--- src/pitc_defines.vh ---
// constants for the per-port ingress priority and tag control bank
// assumes the switch core clock and the management register port
// Notes on behaviour
// - Bit 7 set enables broadcast storm protection on that port's ingress.
// - Bit 6 set enables DiffServ priority classification on ingress.
// - Bit 5 set enables 802.1p user priority classification on ingress.
// - Bits 4-3 give queue 0-3 when neither classifier is on or hits, reset 0.
// - DiffServ and 802.1p results are OR'ed and override the port priority.
// - Bit 2 on an output port adds a tag to packets that arrived untagged.
// - The inserted tag carries the default VID of the ingress port.
// - Bit 1 on an output port strips the tag of packets that arrived tagged.
// - Queue mode is global bit (upper) joined with port bit 0 (lower).
// - Code 10 is four queues, 01 two, 00 one, 11 reserved for software.
// - The default tag high byte holds priority, CFI, VID 11-8; low VID 7-0.
`ifndef PITC_DEFINES_VH
`define PITC_DEFINES_VH
`define PITC_OFS_PORT1     8'h20
`define PITC_OFS_PORT2     8'h30
`define PITC_OFS_PORT3     8'h40
`define PITC_OFS_PORT4     8'h50
`define PITC_OFS_STRIDE    8'h10
`define PITC_CTL_RESET     8'h00
`define PITC_BIT_STORM     7
`define PITC_BIT_DSCP      6
`define PITC_BIT_DOT1P     5
`define PITC_BIT_PRI_HI    4
`define PITC_BIT_PRI_LO    3
`define PITC_BIT_TAG_INS   2
`define PITC_BIT_TAG_REM   1
`define PITC_BIT_QSPLIT    0
`define PITC_QMODE_ONE     2'h0
`define PITC_QMODE_TWO     2'h1
`define PITC_QMODE_FOUR    2'h2
`define PITC_QMODE_RSVD    2'h3
`define PITC_TAG_VIDHI_HI  3
`define PITC_TAG_VIDHI_LO  0
`endif

--- src/pitc_port_control.v ---
// four per-port ingress control registers and the decisions they steer
// assumes all event inputs come from switch core logic on clk_sys
`timescale 1ns/1ns
`include "pitc_defines.vh"
module pitc_port_control (
  input  wire        clk_sys,
  input  wire        rst_n,
  input  wire [7:0]  reg_addr,
  input  wire        reg_wr,
  input  wire [7:0]  reg_wdata,
  input  wire        reg_rd,
  output reg  [7:0]  reg_rdata,
  output reg         reg_rvalid,
  input  wire [3:0]  glb_qsplit,
  input  wire [31:0] dflt_tag_hi,
  input  wire [31:0] dflt_tag_lo,
  input  wire        rx_valid,
  input  wire [1:0]  rx_port,
  input  wire        rx_bcast,
  input  wire        rx_storm_over,
  input  wire        rx_dscp_hit,
  input  wire [1:0]  rx_dscp_pri,
  input  wire        rx_dot1p_hit,
  input  wire [1:0]  rx_dot1p_pri,
  output reg         cls_valid,
  output reg         cls_drop,
  output reg  [1:0]  cls_pri,
  input  wire        eg_valid,
  input  wire [1:0]  eg_src_port,
  input  wire [1:0]  eg_dst_port,
  input  wire        eg_rx_tagged,
  output reg         eg_res_valid,
  output reg         eg_add_tag,
  output reg         eg_strip_tag,
  output reg  [11:0] eg_vid,
  output reg  [7:0]  qmode
);

  wire [31:0] ctl_all;
  wire [3:0]  hit;
  wire [7:0]  ctl_rx;
  wire [7:0]  ctl_eg;
  wire [7:0]  tag_hi;
  wire [7:0]  tag_lo;
  wire [7:0]  qmode_d;
  reg  [7:0]  rdata_d;
  reg  [1:0]  pri_d;
  reg  [1:0]  or_pri;
  reg         any_hit;
  integer     i;

  genvar g;
  generate
    for (g = 0; g < 4; g = g + 1) begin : gen_port
      reg [7:0] ctl_q;
      assign hit[g] = (reg_addr == `PITC_OFS_PORT1 +
                       `PITC_OFS_STRIDE * g);
      always @(posedge clk_sys) begin
        if (!rst_n) begin
          ctl_q <= `PITC_CTL_RESET;
        end else if (reg_wr && hit[g]) begin
          ctl_q <= reg_wdata;
        end
      end
      assign ctl_all[8*g+7:8*g] = ctl_q;
      // global bit above, port bit below
      assign qmode_d[2*g+1:2*g] = {glb_qsplit[g],
                                   ctl_q[`PITC_BIT_QSPLIT]};
    end
  endgenerate

  assign ctl_rx = ctl_all[8*rx_port +: 8];
  assign ctl_eg = ctl_all[8*eg_dst_port +: 8];
  assign tag_hi = dflt_tag_hi[8*eg_src_port +: 8];
  assign tag_lo = dflt_tag_lo[8*eg_src_port +: 8];

  always @* begin
    rdata_d = 8'h00;
    for (i = 0; i < 4; i = i + 1) begin
      if (hit[i]) begin
        rdata_d = ctl_all[8*i +: 8];
      end
    end
  end

  // combined classifier result beats the port fallback
  always @* begin
    any_hit = 1'b0;
    or_pri  = 2'h0;
    if (ctl_rx[`PITC_BIT_DSCP] && rx_dscp_hit) begin
      any_hit = 1'b1;
      or_pri  = or_pri | rx_dscp_pri;
    end
    if (ctl_rx[`PITC_BIT_DOT1P] && rx_dot1p_hit) begin
      any_hit = 1'b1;
      or_pri  = or_pri | rx_dot1p_pri;
    end
    if (any_hit) begin
      pri_d = or_pri;
    end else begin
      pri_d = ctl_rx[`PITC_BIT_PRI_HI:`PITC_BIT_PRI_LO];
    end
  end

  always @(posedge clk_sys) begin
    if (!rst_n) begin
      reg_rdata    <= 8'h00;
      reg_rvalid   <= 1'b0;
      cls_valid    <= 1'b0;
      cls_drop     <= 1'b0;
      cls_pri      <= 2'h0;
      eg_res_valid <= 1'b0;
      eg_add_tag   <= 1'b0;
      eg_strip_tag <= 1'b0;
      eg_vid       <= 12'h000;
      qmode        <= 8'h00;
    end else begin
      reg_rvalid <= reg_rd;
      if (reg_rd) begin
        reg_rdata <= rdata_d;
      end
      qmode     <= qmode_d;
      cls_valid <= rx_valid;
      if (rx_valid) begin
        cls_pri  <= pri_d;
        cls_drop <= ctl_rx[`PITC_BIT_STORM] && rx_bcast &&
                    rx_storm_over;
      end
      eg_res_valid <= eg_valid;
      if (eg_valid) begin
        eg_add_tag   <= ctl_eg[`PITC_BIT_TAG_INS] && !eg_rx_tagged;
        eg_strip_tag <= ctl_eg[`PITC_BIT_TAG_REM] && eg_rx_tagged;
        // vid from the ingress port's default tag
        eg_vid <= {tag_hi[`PITC_TAG_VIDHI_HI:`PITC_TAG_VIDHI_LO],
                   tag_lo};
      end
    end
  end

endmodule

--- config.mk ---
export PLATFORM = sky130hd
export DESIGN_NAME = pitc_port_control
export DESIGN_NICKNAME = d
export VERILOG_FILES = /design/src/pitc_port_control.v
export VERILOG_INCLUDE_DIRS = /design/src
export SDC_FILE = /design/constraint.sdc
export NUM_CORES = 1
export LEC_CHECK = 0
export BUFFER_PORTS_ARGS = -buffer_cell sky130_fd_sc_hd__buf_2
export CORE_ASPECT_RATIO = 0.8
export CORE_MARGIN = 10
export CORE_UTILIZATION = 48
export DETAILED_ROUTE_END_ITERATION = 8
export GPL_ROUTABILITY_DRIVEN = 0
export PLACE_DENSITY = 0.81
export SLEW_MARGIN = 5
export SYNTH_ARGS = -nofsm -noshare
export SYNTH_HDL_FRONTEND = slang
export SYNTH_SLANG_ARGS = --single-unit
--- constraint.sdc ---
create_clock -name clk_sys -period 1.6 [get_ports clk_sys]
set_input_delay 0.24 -clock clk_sys [delete_from_list [all_inputs] [get_ports clk_sys]]
set_output_delay 0.24 -clock clk_sys [all_outputs]
set_load 0.005 [all_outputs]
==> out/results.ini <==
[timing]
period_needed_ns=1.23
worstMarginPinSlew_ns=0.443
setup_viol=0
max_slew_margin_pct=70.4
fmax_mhz=816
grt_setup_unrepaired=no
hold_viol=0
worst_slack_ns=0.375
setup_tns_ns=0
whs_ns=0.101
final-max-slew-violation-count=0
finClkSkew_ns=0.0106
period_share_pct=76.6

[routing]
routed_wl_um=8900
ant_nets=0
drt_first_pass_iters=4
drc=0
vias_per_cell=5.28
drt_iter0_drc=129
wl_per_cell_um=17.1
vias=2745

[synth]
yosysUniqueCellTypes=25
ys_ff_latch=68
synthesis.nets=411
ys_seq_area_share_pct=41.6
syn_inst=306
synth_flop_cell=dfxtp_1
ys_warn_count=0
syn_area_um2=3270
synth_edf_count=0
syn_avg_cell_area_um2=10.7
async_flop_share_pct=0

[power_and_ir_drop]
power_density_nw_per_um2=917
peakVddDrop_mv=0.497
switching_power_uw=883
leakage_nw=2.09
internal_power_mw=3.05
comb_power_share_pct=11.1
switching_share_pct=22.5
p_clk_share_pct=44.6
p_seq_share_pct=44.3

[global_routing]
gr-total-overflow=0
antenna_found_initial=0
first_global_vias=2820
grt_use_total_pct=15.9
grt_start_max_net_pins=75
grt_pass1_wl_um=13700

[cts]
cts_inserted_buffers=9
cts_tree=done
cts.clk_slew.worst_paths_ns=0.08
cts_hold_buf=0
cts_sinks=68
cts_resized=0
htree_levels=3
cts_setup_buffers=0
cts_max_path_buffers=2
clk_latency_ns=0.34
cts-root-buf=clkbuf_8

[cells_and_area]
multi_input_area_um2=1800
fin_nets=536
antennaDiodeCount=0
final_core_util_pct=65.8
drive_gt1_share_pct=39.4
register_area_um2=1360
area_growth_syn_to_layout_pct=30.8
nFillCells=527

[die]
start_util_pct=50.3
row_count=26
die-height_um=93.9
chipWidth_um=112
core_area_um2=6510
fp.dieArea_um2=10500
io_pins=141

[critical_path]
path_max_fanout=8
cpLargestDelayFamily=simple AND/OR/NAND/NOR gates
startpoint_type=input pin
cpPeakStageDelay_ns=0.31
end_kind=register
crit_buf_inv=2
arrival_ns=1.49
slowest_stage=nor4_4
crit_path_cell_trace=buf_2 -> nor4_4 -> nand3_1 -> or3_1 -> buf_4 -> mux2i_1
cp.required_ns=1.86
path_class=input pin to register

[placement]
preCtsSetupSlack_ns=0.0206
io_buffers=124
hpwl_um=6770

[worst_hold_path]
hp-class=input pin to register

[job]
max_cap_viol_count=0

[run_status]
status=complete, no violations

==> final cells by class <==
type | count | area share, %
inverters | 3 | 0.263
well taps | 84 | 2.45
repair buffers | 136 | 17.8
flip-flops and latches | 68 | 31.8
clock buffers | 10 | 3.21
clock inverters | 6 | 2.60
multi-input cells | 213 | 41.9
==> path summary, 6_finish.rpt <==
path / from / to / slack, ns / cells after the start
worst max-delay path: reg_addr[3] / gen_port[2].ctl_q[3] / 0.37 / 6
worst min-delay path: glb_qsplit[1] / qmode[3] / 0.10 / 2
worst max register to register: gen_port[3].ctl_q[6] / cls_pri[1] / 0.38 / 4
worst min register to register: gen_port[0].ctl_q[0] / qmode[0] / 0.46 / 2
==> stage by stage <==
step	area, um2	power [mW]	cells
2_1_floorplan	3270	2.00	306
3_3_place_gp	4030	2.20	504
3_5_place_dp	4030	2.22	504
4_1_cts	4280	3.96	520
5_1_grt	4280	4.05	520
6_report	4280	3.93	520
==> power by group through the flow <==
stage          Clock (mW)  Sequential, mW  Combinational, mW
6_report             1.75            1.74              0.435
4_1_cts              1.78            1.74              0.438
2_1_floorplan           0            1.79              0.217
5_1_grt              1.83            1.75              0.472
3_3_place_gp            0            1.78              0.424
3_5_place_dp            0            1.78              0.437
==> sequential cells by signal, summed over array words and instances, names as in the netlist <==
register and flops:
cls_valid 1, eg_strip_tag 1, cls_pri 2, gen_port.ctl_q 32, reg_rdata 8, reg_rvalid 1, cls_drop 1, eg_add_tag 1
eg_res_valid 1, eg_vid 12, qmode 8
==> kinds of logic (layout without fill, tap and decap cells) <==
group | count (synthesis) | in the layout | synth area share, %
flip-flops | 68 | 68 | 41.6
AO/OA/AOI/OAI | 35 | 35 | 7.80
AND/OR/NAND/NOR | 105 | 105 | 18.2
multiplexers | 73 | 73 | 28.8
buffers and inverters | 25 | 155 | 3.55
==> placed cells by master (no fill, tap or decap), types with 3 or more instances in the layout <==
cell / count
a21boi_0: 11
and2_1: 10
buf_12: 4
buf_2: 124
buf_4: 8
bufinv_16: 3
clkbuf_8: 10
dfxtp_1: 68
inv_1: 3
mux2i_1: 56
mux4_2: 17
nand2_1: 28
nand2b_1: 15
nand3b_1: 4
nor2_1: 10
nor2b_1: 28
o2111ai_1: 8
o21ai_0: 4
o22ai_1: 9
==> routing by layer <==
layer  GRT usage [%]  part of all wire [%]  up-vias  wire, um
li1                -                     -     1347         -
met1            19.1                    43     1291      3820
met2            26.1                    48      101      4260
met3            6.58                   8.1        6       719
met4            3.80                   1.1        0        97
met5               0                     0        -         0
==> Yosys cell counts, types with 3 or more instances <==
library cell	instances	area (um2)
a21boi_0	11	82.6
and2_1	10	62.6
buf_2	6	30.0
clkbuf_1	14	52.6
dfxtp_1	68	1360
inv_1	3	11.3
mux2i_1	56	561
mux4_2	17	383
nand2_1	28	105
nand2b_1	15	93.8
nand3b_1	4	30.0
nor2_1	10	37.5
nor2b_1	28	175
o2111ai_1	8	70.1
o21ai_0	4	20.0
o22ai_1	9	56.3
(Power assumes the default switching activity.)
